===== config.mk =====
export PLATFORM = sky130hd
export DESIGN_NAME = i2cm_rx
export DESIGN_NICKNAME = d
export VERILOG_FILES = /design/src/i2cm_pkg.sv /design/src/i2cm_brg.sv /design/src/i2cm_rx.sv /design/src/i2cm_sync.sv
export VERILOG_INCLUDE_DIRS = /design/src /design/src/src
export SDC_FILE = /design/constraint.sdc
export NUM_CORES = 1
export LEC_CHECK = 0
export BUFFER_PORTS_ARGS = -buffer_cell sky130_fd_sc_hd__buf_2
export CORE_MARGIN = 2
export CORE_UTILIZATION = 54
export CTS_CLUSTER_DIAMETER = 80
export DETAILED_ROUTE_END_ITERATION = 16
export MAX_ROUTING_LAYER = met4
export PLACE_DENSITY = 0.85
export SLEW_MARGIN = 10
export SYNTH_ARGS = -nofsm -noshare
export SYNTH_HDL_FRONTEND = slang
export SYNTH_SLANG_ARGS = --single-unit

===== constraint.sdc =====
create_clock -name core_clk -period 4.6 [get_ports core_clk]
set_input_delay 0.69 -clock core_clk [delete_from_list [all_inputs] [get_ports core_clk]]
set_output_delay 0.69 -clock core_clk [all_outputs]
set_load 0.01 [all_outputs]

===== src/i2cm_params.svh =====
// Constants for the two-wire master receive block.
`ifndef I2CM_PARAMS_SVH
`define I2CM_PARAMS_SVH
`define I2CM_BRG_W 8
`define I2CM_BRG_RST 8'h00
`define I2CM_CNT_W 4
`define I2CM_CNT_RST 4'h0
`define I2CM_CNT_STEP 4'h1
`define I2CM_LAST_BIT 4'h7
`define I2CM_ACK_SLOT 4'h8
`define I2CM_BYTE_RST 8'h00
`define I2CM_DRIVE_LOW 1'b0
`define I2CM_RELEASED 1'b1
`define I2CM_SYNC_RST 2'h3
`endif


===== src/i2cm_pkg.sv =====
// Types shared by the two-wire master receive block.
package i2cm_pkg;
  typedef enum logic [2:0] {
    ST_IDLE = 3'h0,
    ST_START = 3'h1,
    ST_TX = 3'h3,
    ST_RX = 3'h2,
    ST_ACK = 3'h6,
    ST_STOP = 3'h7
  } i2cm_state_t;
endpackage


===== src/i2cm_brg.sv =====
// Baud-rate counter that pulses once per half bit period.
`timescale 1ns/1ps
`default_nettype none
`include "i2cm_params.svh"
module i2cm_brg (
  input wire logic core_clk,
  input wire logic rst_n,
  input wire logic run,
  input wire logic [`I2CM_BRG_W-1:0] reload,
  output logic tick
);
  logic [`I2CM_BRG_W-1:0] cnt_reg;
  logic [`I2CM_BRG_W-1:0] cnt_next;

  assign tick = run && (cnt_reg == `I2CM_BRG_RST);

  // A halted counter is reloaded so every half period starts whole.
  always_comb begin
    if (!run || tick) begin
      cnt_next = reload;
    end else begin
      cnt_next = cnt_reg - `I2CM_BRG_W'(1);
    end
  end

  always_ff @(posedge core_clk or negedge rst_n) begin
    if (!rst_n) begin
      cnt_reg <= `I2CM_BRG_RST;
    end else begin
      cnt_reg <= cnt_next;
    end
  end
endmodule
`default_nettype wire


===== src/i2cm_rx.sv =====
// Two-wire bus master with start, address, byte receive, acknowledge and stop.
`timescale 1ns/1ps
`default_nettype none
`include "i2cm_params.svh"
module i2cm_rx (
  input wire logic core_clk,
  input wire logic rst_n,
  input wire logic scl_in,
  output logic scl_out,
  output logic scl_oe,
  input wire logic sda_in,
  output logic sda_out,
  output logic sda_oe,
  input wire logic [`I2CM_BRG_W-1:0] brg_reload,
  input wire logic start_condition_enable,
  input wire logic stop_condition_enable,
  input wire logic receive_enable_set,
  input wire logic ack_sequence_enable,
  input wire logic ack_data_value,
  input wire logic buf_wr,
  input wire logic [7:0] buf_wdata,
  input wire logic buf_rd,
  input wire logic int_flag_clr,
  input wire logic overflow_clr,
  input wire logic collision_clr,
  input wire logic bus_collision_clr,
  output logic [7:0] port_data_buffer,
  output logic buffer_full_flag,
  output logic receive_overflow_flag,
  output logic write_collision_flag,
  output logic port_interrupt_flag,
  output logic ack_status_bit,
  output logic receive_enable_bit,
  output logic bus_collision_flag,
  output logic bus_idle
);
  import i2cm_pkg::*;

  i2cm_state_t state_reg, state_next;
  logic owned_reg, owned_next;
  logic scl_rel_reg, scl_rel_next;
  logic sda_rel_reg, sda_rel_next;
  logic [`I2CM_CNT_W-1:0] bit_cnt_reg, bit_cnt_next;
  logic [7:0] shift_reg, shift_next;
  logic [7:0] buf_reg, buf_next;
  logic bf_reg, bf_next;
  logic ovf_reg, ovf_next;
  logic write_collision_flag_reg, write_collision_flag_next;
  logic pif_reg, pif_next;
  logic ack_status_bit_reg, ack_status_bit_next;
  logic receive_enable_bit_reg, receive_enable_bit_next;
  logic bcol_reg, bcol_next;
  logic other_busy_reg, other_busy_next;
  logic sda_prev_reg, sda_prev_next;
  logic [1:0] lines_s;
  logic scl_s;
  logic sda_s;
  logic brg_run;
  logic brg_tick;
  logic high_tick;
  logic rx_done;
  logic collide;

  function automatic logic is_shifting(input i2cm_state_t st);
    is_shifting = (st != ST_IDLE);
  endfunction

  i2cm_sync u_sync (
    .core_clk(core_clk),
    .rst_n(rst_n),
    .din({scl_in, sda_in}),
    .dout(lines_s)
  );

  assign scl_s = lines_s[1];
  assign sda_s = lines_s[0];

  // A released clock that still reads low is being stretched; the counter waits.
  assign brg_run = is_shifting(state_reg) && !(scl_rel_reg && !scl_s);

  i2cm_brg u_brg (
    .core_clk(core_clk),
    .rst_n(rst_n),
    .run(brg_run),
    .reload(brg_reload),
    .tick(brg_tick)
  );

  assign high_tick = brg_tick && scl_rel_reg;
  assign rx_done = (state_reg == ST_RX) && high_tick && (bit_cnt_reg == `I2CM_LAST_BIT);
  assign collide = (state_reg == ST_TX) && high_tick && sda_rel_reg && !sda_s &&
                   (bit_cnt_reg != `I2CM_ACK_SLOT);
  assign bus_idle = !owned_reg && !other_busy_reg && scl_s && sda_s;

  // Outputs are open-drain: the pin value is always low and only the enable moves.
  assign scl_out = `I2CM_DRIVE_LOW;
  assign sda_out = `I2CM_DRIVE_LOW;
  assign scl_oe = !scl_rel_reg;
  assign sda_oe = !sda_rel_reg;

  // A start seen while the bus is not owned (our own included) and any stop track whether the bus is taken.
  always_comb begin
    sda_prev_next = sda_s;
    other_busy_next = other_busy_reg;
    if (scl_s && sda_prev_reg && !sda_s && !owned_reg) begin
      other_busy_next = 1'b1;
    end else if (scl_s && !sda_prev_reg && sda_s) begin
      other_busy_next = 1'b0;
    end
  end

  always_comb begin
    state_next = state_reg;
    owned_next = owned_reg;
    scl_rel_next = scl_rel_reg;
    sda_rel_next = sda_rel_reg;
    bit_cnt_next = bit_cnt_reg;
    shift_next = shift_reg;
    buf_next = buf_reg;
    ack_status_bit_next = ack_status_bit_reg;
    receive_enable_bit_next = receive_enable_bit_reg;
    bf_next = bf_reg && !buf_rd;
    ovf_next = ovf_reg && !overflow_clr;
    write_collision_flag_next = write_collision_flag_reg && !collision_clr;
    pif_next = pif_reg && !int_flag_clr;
    bcol_next = bcol_reg && !bus_collision_clr;
    if (buf_wr && is_shifting(state_reg)) begin
      write_collision_flag_next = 1'b1;
    end
    case (state_reg)
      ST_IDLE: begin
        if (start_condition_enable && bus_idle) begin
          state_next = ST_START;
          sda_rel_next = `I2CM_DRIVE_LOW;
        end else if (owned_reg && stop_condition_enable) begin
          state_next = ST_STOP;
          sda_rel_next = `I2CM_DRIVE_LOW;
        end else if (buf_wr) begin
          buf_next = buf_wdata;
          if (owned_reg) begin
            state_next = ST_TX;
            shift_next = buf_wdata;
            sda_rel_next = buf_wdata[7];
            bit_cnt_next = `I2CM_CNT_RST;
          end
        end else if (owned_reg && receive_enable_set) begin
          state_next = ST_RX;
          receive_enable_bit_next = 1'b1;
          sda_rel_next = `I2CM_RELEASED;
          bit_cnt_next = `I2CM_CNT_RST;
        end else if (owned_reg && ack_sequence_enable) begin
          state_next = ST_ACK;
          sda_rel_next = ack_data_value;
        end
      end
      ST_START: begin
        if (brg_tick) begin
          scl_rel_next = `I2CM_DRIVE_LOW;
          owned_next = 1'b1;
          pif_next = 1'b1;
          state_next = ST_IDLE;
        end
      end
      ST_TX: begin
        if (collide) begin
          bcol_next = 1'b1;
          owned_next = 1'b0;
          scl_rel_next = `I2CM_RELEASED;
          sda_rel_next = `I2CM_RELEASED;
          state_next = ST_IDLE;
        end else if (high_tick) begin
          scl_rel_next = `I2CM_DRIVE_LOW;
          if (bit_cnt_reg == `I2CM_ACK_SLOT) begin
            ack_status_bit_next = sda_s;
            pif_next = 1'b1;
            state_next = ST_IDLE;
          end else begin
            bit_cnt_next = bit_cnt_reg + `I2CM_CNT_STEP;
            shift_next = {shift_reg[6:0], 1'b0};
            sda_rel_next = (bit_cnt_reg == `I2CM_LAST_BIT) ? `I2CM_RELEASED : shift_reg[6];
          end
        end else if (brg_tick) begin
          scl_rel_next = `I2CM_RELEASED;
        end
      end
      ST_RX: begin
        if (high_tick) begin
          scl_rel_next = `I2CM_DRIVE_LOW;
          shift_next = {shift_reg[6:0], sda_s};
          bit_cnt_next = bit_cnt_reg + `I2CM_CNT_STEP;
          if (rx_done) begin
            buf_next = {shift_reg[6:0], sda_s};
            bf_next = 1'b1;
            ovf_next = ovf_next || bf_reg;
            pif_next = 1'b1;
            receive_enable_bit_next = 1'b0;
            state_next = ST_IDLE;
          end
        end else if (brg_tick) begin
          scl_rel_next = `I2CM_RELEASED;
        end
      end
      ST_ACK: begin
        if (high_tick) begin
          scl_rel_next = `I2CM_DRIVE_LOW;
          sda_rel_next = `I2CM_RELEASED;
          pif_next = 1'b1;
          state_next = ST_IDLE;
        end else if (brg_tick) begin
          scl_rel_next = `I2CM_RELEASED;
        end
      end
      ST_STOP: begin
        if (high_tick) begin
          sda_rel_next = `I2CM_RELEASED;
          owned_next = 1'b0;
          pif_next = 1'b1;
          state_next = ST_IDLE;
        end else if (brg_tick) begin
          scl_rel_next = `I2CM_RELEASED;
        end
      end
      default: begin
        state_next = ST_IDLE;
        scl_rel_next = `I2CM_RELEASED;
        sda_rel_next = `I2CM_RELEASED;
        owned_next = 1'b0;
      end
    endcase
  end

  always_ff @(posedge core_clk or negedge rst_n) begin
    if (!rst_n) begin
      state_reg <= ST_IDLE;
      owned_reg <= 1'b0;
      scl_rel_reg <= `I2CM_RELEASED;
      sda_rel_reg <= `I2CM_RELEASED;
      bit_cnt_reg <= `I2CM_CNT_RST;
      shift_reg <= `I2CM_BYTE_RST;
      buf_reg <= `I2CM_BYTE_RST;
      bf_reg <= 1'b0;
      ovf_reg <= 1'b0;
      write_collision_flag_reg <= 1'b0;
      pif_reg <= 1'b0;
      ack_status_bit_reg <= 1'b0;
      receive_enable_bit_reg <= 1'b0;
      bcol_reg <= 1'b0;
      other_busy_reg <= 1'b0;
      sda_prev_reg <= `I2CM_RELEASED;
    end else begin
      state_reg <= state_next;
      owned_reg <= owned_next;
      scl_rel_reg <= scl_rel_next;
      sda_rel_reg <= sda_rel_next;
      bit_cnt_reg <= bit_cnt_next;
      shift_reg <= shift_next;
      buf_reg <= buf_next;
      bf_reg <= bf_next;
      ovf_reg <= ovf_next;
      write_collision_flag_reg <= write_collision_flag_next;
      pif_reg <= pif_next;
      ack_status_bit_reg <= ack_status_bit_next;
      receive_enable_bit_reg <= receive_enable_bit_next;
      bcol_reg <= bcol_next;
      other_busy_reg <= other_busy_next;
      sda_prev_reg <= sda_prev_next;
    end
  end

  assign port_data_buffer = buf_reg;
  assign buffer_full_flag = bf_reg;
  assign receive_overflow_flag = ovf_reg;
  assign write_collision_flag = write_collision_flag_reg;
  assign port_interrupt_flag = pif_reg;
  assign ack_status_bit = ack_status_bit_reg;
  assign receive_enable_bit = receive_enable_bit_reg;
  assign bus_collision_flag = bcol_reg;
endmodule
`default_nettype wire


===== src/i2cm_sync.sv =====
// Two-flop synchroniser for the bus lines.
`timescale 1ns/1ps
`default_nettype none
`include "i2cm_params.svh"
module i2cm_sync (
  input wire logic core_clk,
  input wire logic rst_n,
  input wire logic [1:0] din,
  output logic [1:0] dout
);
  logic [1:0] meta_reg;
  logic [1:0] meta_next;
  logic [1:0] sync_reg;
  logic [1:0] sync_next;

  // Lines idle high through the pull-ups, so reset to released.
  always_comb begin
    meta_next = din;
    sync_next = meta_reg;
  end

  always_ff @(posedge core_clk or negedge rst_n) begin
    if (!rst_n) begin
      meta_reg <= `I2CM_SYNC_RST;
      sync_reg <= `I2CM_SYNC_RST;
    end else begin
      meta_reg <= meta_next;
      sync_reg <= sync_next;
    end
  end

  assign dout = sync_reg;
endmodule
`default_nettype wire


## After elaboration in Yosys (flattened, before gate mapping)

Index checks and enable logic that the tools add are counted.

- Bits in registers: 46
- Bits of input ports: 31
- Output and inout port bits: 20
- Logic and storage cells: 207

- $add $sub $neg: 2
- Equality and inequality tests: 31
- Multiplexer cells: 88
- Bitwise logic cells: 4
- Reductions and logical operators: 63

Operator list:

| operator | number |
|---|---|
| $mux W7 | 8 |
| $mux W8 | 6 |
| $mux W1 | 43 |
| $mux W3 | 13 |
| $mux W4 | 9 |
| $ne A2 B2 Y1 const B | 15 |
| $logic_and A1 B1 Y1 | 28 |
| $pmux W7 S3 | 1 |
| $reduce_and A9 Y1 | 2 |
| $pmux W8 S2 | 1 |
| $pmux W3 S5 | 1 |
| $logic_not A1 Y1 | 14 |
| $ne A3 B3 Y1 const B | 4 |
| $pmux W1 S4 | 3 |
| $pmux W4 S3 | 1 |
| $reduce_and A6 Y1 | 2 |
| $logic_not A8 Y1 | 1 |
| $reduce_and A4 Y1 | 2 |
| $reduce_and A8 Y1 | 1 |
| $sub A8 B1 Y8 const B | 1 |
| $reduce_and A7 Y1 | 1 |
| $eq A3 B2 Y1 const B | 2 |
| $eq A3 B3 Y1 const B | 2 |
| $ne A6 B6 Y1 const B | 1 |
| other kinds (18) | 26 |

## Depth between registers and ports, before layout

Gate-level depths: netlist (run 1).

- Depth in word-level cells: 12
- Gate-level depth with buffers: 12
- Depth with buffers taken out: 11

## Modules after synthesis

From an unflattened synthesis (run 1), not the netlist that was laid out.

- Cell total of the unflattened synthesis: 248
- Area, all modules: 2662.6 µm²

By module, submodules not included:

| module | instances | cells an instance | area an instance (µm²) | sequential area each (µm²) |
|---|---|---|---|---|
| i2cm_rx | 1 | 195 | 2049.5 | 854.6 |
| i2cm_brg | 1 | 49 | 508.0 | 200.2 |
| i2cm_sync | 1 | 4 | 105.1 | 105.1 |

## Worst setup path after synthesis (run 1)

OpenSTA, ideal clock, no wires.

- Kind: register to register
- Start: register u_brg.cnt_reg[4]
- End: register shift_reg[0]
- Library setup time: 0.125 ns
- Arrival: 3.288 ns
- Required time: 4.475 ns
- Slack: 1.188 ns
- Stages on the path, launching flop included: 12
- Buffers on the path: 1
- Clock period less this slack: 3.412 ns
- Cells stage by stage: dfrtp_1 > or4_4 > or4b_4 > a211o_4 > inv_4 > ha_1 > and3b_1 > o21ai_0 > a32oi_1 > or2_2 > clkbuf_1 > mux2_2

- Longest elaborated chain between the ends: 9
- Elaborated cells between the ends (all ways): 11
- Classes of those cells: eq/ne: 3; reduce/logical: 8

RTL lines:

| item | RTL line | RTL |
|---|---|---|
| start, declared | i2cm_brg.sv:12 | `` logic [`I2CM_BRG_W-1:0] cnt_reg; `` |
| start signal, assigned | i2cm_brg.sv:28 | `` cnt_reg <= `I2CM_BRG_RST; `` |
| start signal, assigned | i2cm_brg.sv:30 | `cnt_reg <= cnt_next;` |
| $logic_not A8 Y1 (no line) * | n/a |  |
| $logic_and A1 B1 Y1 * | i2cm_brg.sv:15 | `` assign tick = run && (cnt_reg == `I2CM_BRG_RST); `` |
| $logic_and A1 B1 Y1 * | i2cm_rx.sv:89 | `assign high_tick = brg_tick && scl_rel_reg;` |
| $logic_and A1 B1 Y1 (4 in a row) | i2cm_rx.sv:91 | `assign collide = (state_reg == ST_TX) && high_tick && sda_rel_reg && !sda_s &&` |
| $ne A2 B2 Y1 (no line) | n/a |  |
| $reduce_and A9 Y1 (no line) * | n/a |  |
| end signal, assigned | i2cm_rx.sv:239 | `` shift_reg <= `I2CM_BYTE_RST; `` |
| end signal, assigned | i2cm_rx.sv:256 | `shift_reg <= shift_next;` |
| end, declared | i2cm_rx.sv:44 | `logic [7:0] shift_reg, shift_next;` |

Every way passes the cells marked *; elsewhere a longest branch is shown, timed or not.
A chain may end at the register's enable or synchronous reset.

## Worst setup path after layout (run 1)

Ends and elaborated chain as after synthesis.

==> reports/results.tsv, run 1 <==
stage	metric	value	unit
sta	setup_viol_count_final	0	
die	start_util	56.4	%
detailed_routing	post-route-drc-count	0	
synthesis	synth_top_family_by_area	compound AO/OA/AOI/OAI gates	
outcome	status	finished, final reports clean	
detailed_routing	dr_total_vias	2091	
die	num_rows	24	
synthesis	netlist_area	0.00247	mm^2
sta	setup_tns	0	ns
global_route	antenna_found_initial	0	
sta	finClkSkew	0.00876	ns
finish	antenna-diode-count	0	
detailed_routing	viasPerCell	5.92	
clock_tree	clock_tree.buffer_depth	2	
synthesis	synth-edff-count	0	
finish	finish.instance_area	0.00281	mm^2
clock_tree	holdBufCountCts	0	
synthesis	post_synth_and_or_nand_nor_area_fraction	15.5	%
sta	post-route-period-util	83.6	%
finish	layout-area-overhead-vs-synth	13.5	%
clock_tree	h-tree-depth	2	
power_and_ir_drop	ir_drop	0.207	mV
die	io_pins	51	
synthesis	synth_compound_gate_area_share	19.2	%
synthesis	postSynth.asyncResetShare	100	%
synthesis	ys_types	51	
power_and_ir_drop	power_per_cell_area	246	mW/mm^2
detailed_routing	drt-initial-drc-count	217	
die	die_w	71.7	um
sta	number_of_max_slew_violations_in_the_final_report	0	
finish	most-common-layout-cells	buf_2 (48), o21ai_0 (39), dfrtp_1 (39)	
clock_tree	path_clk_slew	0.09	ns
sta	worst-slew-pin-transition	1.03	ns
sta	final_period_minus_worst_setup_slack	3.85	ns
synthesis	synthMuxAreaShare	8.04	%
global_route	grt-ovfl-total	0	
synthesis	synth_area_leaders	dfrtp_1 (39%), o21ai_0 (7.9%), dfstp_2 (7.4%)	
sta	rsz_0062_raised_after_global_routing	no	
clock_tree	cts_tree	yes	
global_route	globalRouteTotalUtil	23.5	%
worst_setup_path	crit_arrival	4.04	ns
run	number_of_max_cap_violations	0	
synthesis	synth_xor_xnor_area_share	2.12	%
placement	port_buffers	48	
finish	final_nets	337	
detailed_routing	route.antenna.remaining_nets	0	
sta	timing.final.hold_violations	0	
die	dieHeight	71.7	um
sta	maxSlewHeadroom	31.2	%
worst_setup_path	worst_path_class_setup	flip-flop to flip-flop	
synthesis	syn_avg_cell_area	9.59	um^2
finish	layout_commonest_cell	buf_2	
synthesis	synthAdderAreaFrac	3.03	%
clock_tree	clock_latency_reported_for_the_late_side_of_the_worst_skew_pair	0.30	ns
placement	hpwl	4000	um
clock_tree	clock_sinks	46	
worst_setup_path	endpoint_kind	flip-flop	
power_and_ir_drop	leakagePower	0.00133	uW
detailed_routing	drt_pre_antenna_iters	4	
global_route	first_global_vias	2029	
global_route	grt_max_degree	47	
worst_setup_path	worst-endpoint-required	4.79	ns
worst_setup_path	cp-start-kind	flip-flop	
clock_tree	numCtsBuffers	5	
worst_setup_path	crit_fanout	12	
synthesis	yosysSeqAreaShare	46.9	%
clock_tree	cts.root.buffer_cell	clkbuf_8	
finish	drive_above_1_share	24.9	%
synthesis	synth_seq_cells	46	
global_route	grt_pass1_wl	9030	um
sta	timing.hold.ws	0.358	ns
die	die_area	0.00514	mm^2
detailed_routing	route.final.wire_length	5440	um
sta	timing.fmax	0.260	GHz
placement	gp_congestion	0.875	
synthesis	ys_warn_count	0	
synthesis	netlist_instances	258	
synthesis	yosys.area.top_type_share	39.4	%
detailed_routing	route.detailed.wl_per_inst	15.4	um
synthesis	post-synth-top-area-cell	dfrtp_1	
min_path	hold_path_class	flip-flop to flip-flop	
placement	dpl-instance-area	0.00272	mm^2
synthesis	synth_ff_type	dfrtp_1	
clock_tree	postCtsResizedCells	0	
die	core_region_area	0.00438	mm^2
clock_tree	postCtsSetupBuffers	0	
==> cell usage after synthesis (2+ instances only) <==
library cell	instances
o21ai_0	39
a21oi_1	10
nand2b_1	2
nor2_1	12
nand2_1	30
mux2_2	3
o31ai_1	2
nand3_1	5
a32oi_1	3
and3b_1	3
ha_1	6
a31oi_1	3
buf_4	2
clkbuf_1	11
nor4b_1	2
nor4_1	2
inv_1	16
xnor2_1	5
dfstp_2	7
dfrtp_1	39
o22ai_1	3
mux2i_1	15
or2_2	2
and3_1	4
nor3_1	6
==> worst max-delay path, stage by stage (launching register included) <==
cell	delay (ns)
dfrtp_1	0.41
or4_4	0.57
or4b_4	0.54
a211o_4	0.31
inv_4	0.08
ha_1	0.39
and3b_1	0.24
o21ai_0	0.13
a32oi_1	0.46
or2_2	0.26
mux2_2	0.34
==> power breakdown <==
group / total [uW] / switching [uW] / internal (uW)
Combinational: 36.4 / 21.1 / 15.3
Sequential: 413 / 3.21 / 410
Clock: 241 / 133 / 107
Total: 690 / 158 / 532
==> path summary, 6_finish.rpt <==
kind | startpoint | to | slack [ns] | cells past startpoint
worst min register to register | u_sync.meta_reg[1] | u_sync.dout[1] | 0.36 | 0
min in group asynchronous | rst_n | port_data_buffer[4] | 0.54 | 1
worst max register to register | u_brg.cnt_reg[4] | shift_reg[0] | 0.75 | 10
worst min-delay path | u_sync.meta_reg[1] | u_sync.dout[1] | 0.36 | 0
worst max-delay path | u_brg.cnt_reg[4] | shift_reg[0] | 0.75 | 10
max in group asynchronous | rst_n | ack_status_bit | 3.43 | 1
==> layout make-up <==
| class | instances | area [um^2] |
|---|---|---|
| inverters | 17 | 66.3 |
| clock buffers | 6 | 72.6 |
| well taps | 52 | 65.1 |
| repair buffers | 48 | 240 |
| fillers | 388 | 1570 |
| flip-flops and latches | 46 | 1160 |
| multi-input cells | 182 | 1190 |
| clock inverters | 2 | 13.8 |
==> metrics by stage <==
stage                     util, %  instances  total power (uW)  worst slack (ns)
after global placement       62.1        345               456             0.925
after floorplan                 -        259               432              1.19
after CTS                    64.1        353               699             0.801
after global routing         64.1        353               722             0.622
final                        64.1        353               690             0.755
after detailed placement     62.1        345               458             0.818
==> kinds of logic (layout without fill, tap and decap cells) <==
family | Yosys count | in the layout
and+or+nand+nor | 75 | 75
AOI/OAI and AO/OA | 74 | 74
DFF | 46 | 46
buffers and inverters | 31 | 73
muxes | 19 | 19
adders and majority gates | 6 | 6
xor gates and xnor gates | 6 | 6
other | 1 | 2
==> metal layers <==
layer	part of all wire (%)	track usage [%]	vias up
met5	0	-	-
met4	3.3	10.7	0
met3	6.4	5.20	22
met2	48	38.2	92
met1	42	27.9	975
li1	-	-	1002
No activity file was read; power rests on OpenSTA's default activity.
==> inputs of run 2 (changes only) <==
- ABC_AREA: not set -> 1
- CORE_UTILIZATION: 54 -> 50
- PLACE_DENSITY: 0.85 -> 0.82
- clock period: 4.6 -> 3.1 ns (I/O delays scaled with it)
==> run 2 against run 1 <==
  * Worst setup slack worse by 0.17 ns
  * Routed wire length rose by 8.1%
  * Sequential cell count unchanged
  * Register-to-register slack got worse by 0.17 ns
  * Critical path depth increased by 2
  * Hold slack lost 0.10 ns
  * Clock-buffer cell count unchanged
  * Cell count grew 37%
  * Die area is 20% higher
  * Clock power increased by 83%
  * Design area grew 13%
  * Critical endpoint is now bit_cnt_reg[3]
  * Largest cell class unchanged
  * Highest routed layer unchanged
==> reports/results.tsv, run 2 <==
stage	metric	value	unit
worst_setup_path	critical_path.cell_chain	inv_2, a21oi_4, nand2_2, inv_1, ha_1, inv_1, o21ai_1, nand3_4, inv_4, nand2_2, nand2_1, nand2_1	
die	die_w	78.6	um
synthesis	synth_area_leaders	dfrtp_1 (35%), nand2_1 (15%), dfstp_2 (6.6%)	
min_path	hold_path_class	input port to flip-flop	
worst_setup_path	timing.rr.start	state_reg[1]	
synthesis	netlist_instances	361	
synthesis	netlist_area	0.00279	mm^2
sta	post-route-period-util	81.0	%
synthesis	ys_types	39	
clock_tree	postCtsResizedCells	0	
finish	most-common-layout-cells	nand2_1 (108), buf_2 (48), dfrtp_1 (39)	
power_and_ir_drop	power_switching	1420	uW
worst_setup_path	setup.reg_to_reg.worst_slack	0.59	ns
sta	finClkSkew	0.00978	ns
detailed_routing	route.antenna.remaining_nets	0	
worst_setup_path	path_buf_inv	4	
detailed_routing	route.final.wire_length	5880	um
worst_setup_path	worst-endpoint-required	3.30	ns
placement	pre_cts_ws	0.684	ns
detailed_routing	post-route-drc-count	0	
finish	finish.instance_area	0.00318	mm^2
synthesis	post-synth-top-count-cell	nand2_1	
synthesis	synth_seq_cells	46	
power_and_ir_drop	share_comb_of_total_power	52.5	%
clock_tree	clock_sinks	46	
worst_setup_path	cpMaxStageDelayCell	dfrtp_1	
finish	num-fill-cells	498	
global_route	grt-ovfl-total	0	
power_and_ir_drop	power.sequential.fraction	33.0	%
global_route	first_global_vias	2357	
power_and_ir_drop	pwr-share-clk	14.5	%
worst_setup_path	worst_setup_path_startpoint	state_reg[1]	
sta	rsz_0062_raised_after_global_routing	no	
global_route	grt_max_degree	47	
placement	dpl-instance-area	0.00307	mm^2
outcome	status	finished, final reports clean	
min_path	min_delay_worst_endpoint	u_sync.meta_reg[0]	
sta	setup_tns	0	ns
sta	number_of_max_slew_violations_in_the_final_report	0	
finish	layout-area-overhead-vs-synth	14.3	%
worst_setup_path	worst_path_class_setup	flip-flop to flip-flop	
detailed_routing	dr_total_vias	2456	
detailed_routing	viasPerCell	5.08	
clock_tree	holdBufCountCts	0	
die	io_pins	51	
synthesis	synth_ff_type	dfrtp_1	
sta	setup_viol_count_final	0	
worst_setup_path	timing.critical_path.max_delay_family	flip-flops	
synthesis	ys_warn_count	0	
run	number_of_max_cap_violations	0	
die	start_util	51.2	%
worst_setup_path	worst-r2r-cell-count	12	
worst_setup_path	endpoint_kind	flip-flop	
global_route	antenna_found_initial	0	
global_route	globalRouteTotalUtil	21.2	%
worst_setup_path	worst_r2r_endpoint	bit_cnt_reg[3]	
min_path	hold_path_startpoint	sda_in	
sta	maxSlewHeadroom	33.8	%
worst_setup_path	cp-start-kind	flip-flop	
placement	gp_congestion	0.900	
synthesis	syn_avg_cell_area	7.72	um^2
finish	layout_commonest_cell	nand2_1	
clock_tree	cts_tree	yes	
finish	final_nets	447	
global_route	grt_pass1_wl	10300	um
sta	timing.fmax	0.398	GHz
die	num_rows	27	
detailed_routing	drt_pre_antenna_iters	4	
synthesis	post-synth-top-area-cell	dfrtp_1	
synthesis	yosysSeqAreaShare	41.6	%
clock_tree	clock_latency_reported_for_the_late_side_of_the_worst_skew_pair	0.30	ns
power_and_ir_drop	cellInternalPower	1630	uW
synthesis	yosys.area.top_type_share	35.0	%
power_and_ir_drop	power_per_cell_area	957	mW/mm^2
die	core_region_area	0.00544	mm^2
sta	post-route-worst-setup-slack	0.588	ns
placement	port_buffers	48	
power_and_ir_drop	ir_drop	0.417	mV
clock_tree	path_clk_slew	0.08	ns
clock_tree	h-tree-depth	2	
synthesis	postSynth.asyncResetShare	100	%
sta	final_period_minus_worst_setup_slack	2.51	ns
sta	timing.final.hold_violations	0	
synthesis	synthTopCellsByCount	nand2_1 (108), dfrtp_1 (39), inv_1 (37)	
worst_setup_path	critPathMaxStageDelay	0.58	ns
clock_tree	clock_tree.buffer_depth	2	
finish	layout.core_utilization	58.5	%
die	die_area	0.00618	mm^2
die	dieHeight	78.6	um
min_path	worstHoldPathCells	1	
clock_tree	cts.root.buffer_cell	clkbuf_8	
finish	drive_above_1_share	23.6	%
synthesis	synth-edff-count	0	
clock_tree	numCtsBuffers	5	
power_and_ir_drop	leakagePower	0.00166	uW
finish	antenna-diode-count	0	
worst_setup_path	crit_arrival	2.71	ns
placement	hpwl	4340	um
power_and_ir_drop	switching_share	46.6	%
clock_tree	postCtsSetupBuffers	0	
detailed_routing	route.detailed.wl_per_inst	12.2	um
detailed_routing	drt-initial-drc-count	134	
sta	worst-slew-pin-transition	0.993	ns
worst_setup_path	crit_fanout	10	
-- run 2: per-stage QoR --
stage          total power (uW)  hold slack [ns]  std cells
6_report                   3050            0.257        483
3_3_place_gp               2550            0.346        475
2_1_floorplan              2250            0.169        362
4_1_cts                    3060            0.243        483
5_1_grt                    3340            0.234        483
3_5_place_dp               2600            0.347        475
-- run 2: logic make-up (layout without fill, tap and decap cells) --
| family | after synthesis | in the layout | synth area share [%] |
|---|---|---|---|
| buf+inv | 50 | 99 | 7.59 |
| xor+xnor | 7 | 7 | 2.20 |
| flops | 46 | 46 | 41.6 |
| fa+ha+maj | 6 | 6 | 2.70 |
| compound gates | 57 | 57 | 11.7 |
| simple gates | 194 | 194 | 34.1 |
| other cells | 1 | 2 | 0.135 |
-- run 2: worst max path at each step --
stage                           to  slack (ns)  depth (start not counted)
floorplan           bit_cnt_reg[2]        0.99                         14
global placement    bit_cnt_reg[3]        0.80                         12
detailed placement  bit_cnt_reg[3]        0.68                         12
global route          shift_reg[2]        0.38                         12
finish              bit_cnt_reg[3]        0.59                         12
CTS                 bit_cnt_reg[1]        0.64                         12
-- run 2: power groups by stage --
stage / Clock [uW] / Sequential [uW] / Combinational, uW
3_5_place_dp: 0 / 1010 / 1590
4_1_cts: 457 / 1000 / 1600
2_1_floorplan: 0 / 989 / 1260
3_3_place_gp: 0 / 1010 / 1550
6_report: 442 / 1010 / 1600
5_1_grt: 480 / 1040 / 1820
-- run 2: area by class of cell --
class	instances	area (um^2)	share of cell area, %
repair buffers	48	240	7.54
clock inverters	2	37.5	1.18
clock buffers	6	72.6	2.28
multi-input cells	266	1420	44.5
flip-flops and latches	46	1160	36.4
inverters	43	166	5.23
well taps	72	90.1	2.83
-- run 2: worst reg2reg max path: cells and delay by family (launching register included) --
family                   cells  cell delay, ns
AO/OA/AOI/OAI                2            0.52
adder cells (fa/ha/maj)      1            0.25
buffers and inverters        4            0.53
flip-flops                   1            0.58
AND/OR/NAND/NOR              5            0.54
-- run 2: routing by layer --
metal | up-vias | routed length (um) | global-route usage (%) | part of all wire, %
li1 | 1245 | - | - | -
met1 | 1115 | 2640 | 27.5 | 45
met2 | 79 | 2760 | 34.1 | 47
met3 | 17 | 379 | 4.02 | 6.4
met4 | 0 | 102 | 6.14 | 1.7
met5 | - | 0 | - | 0
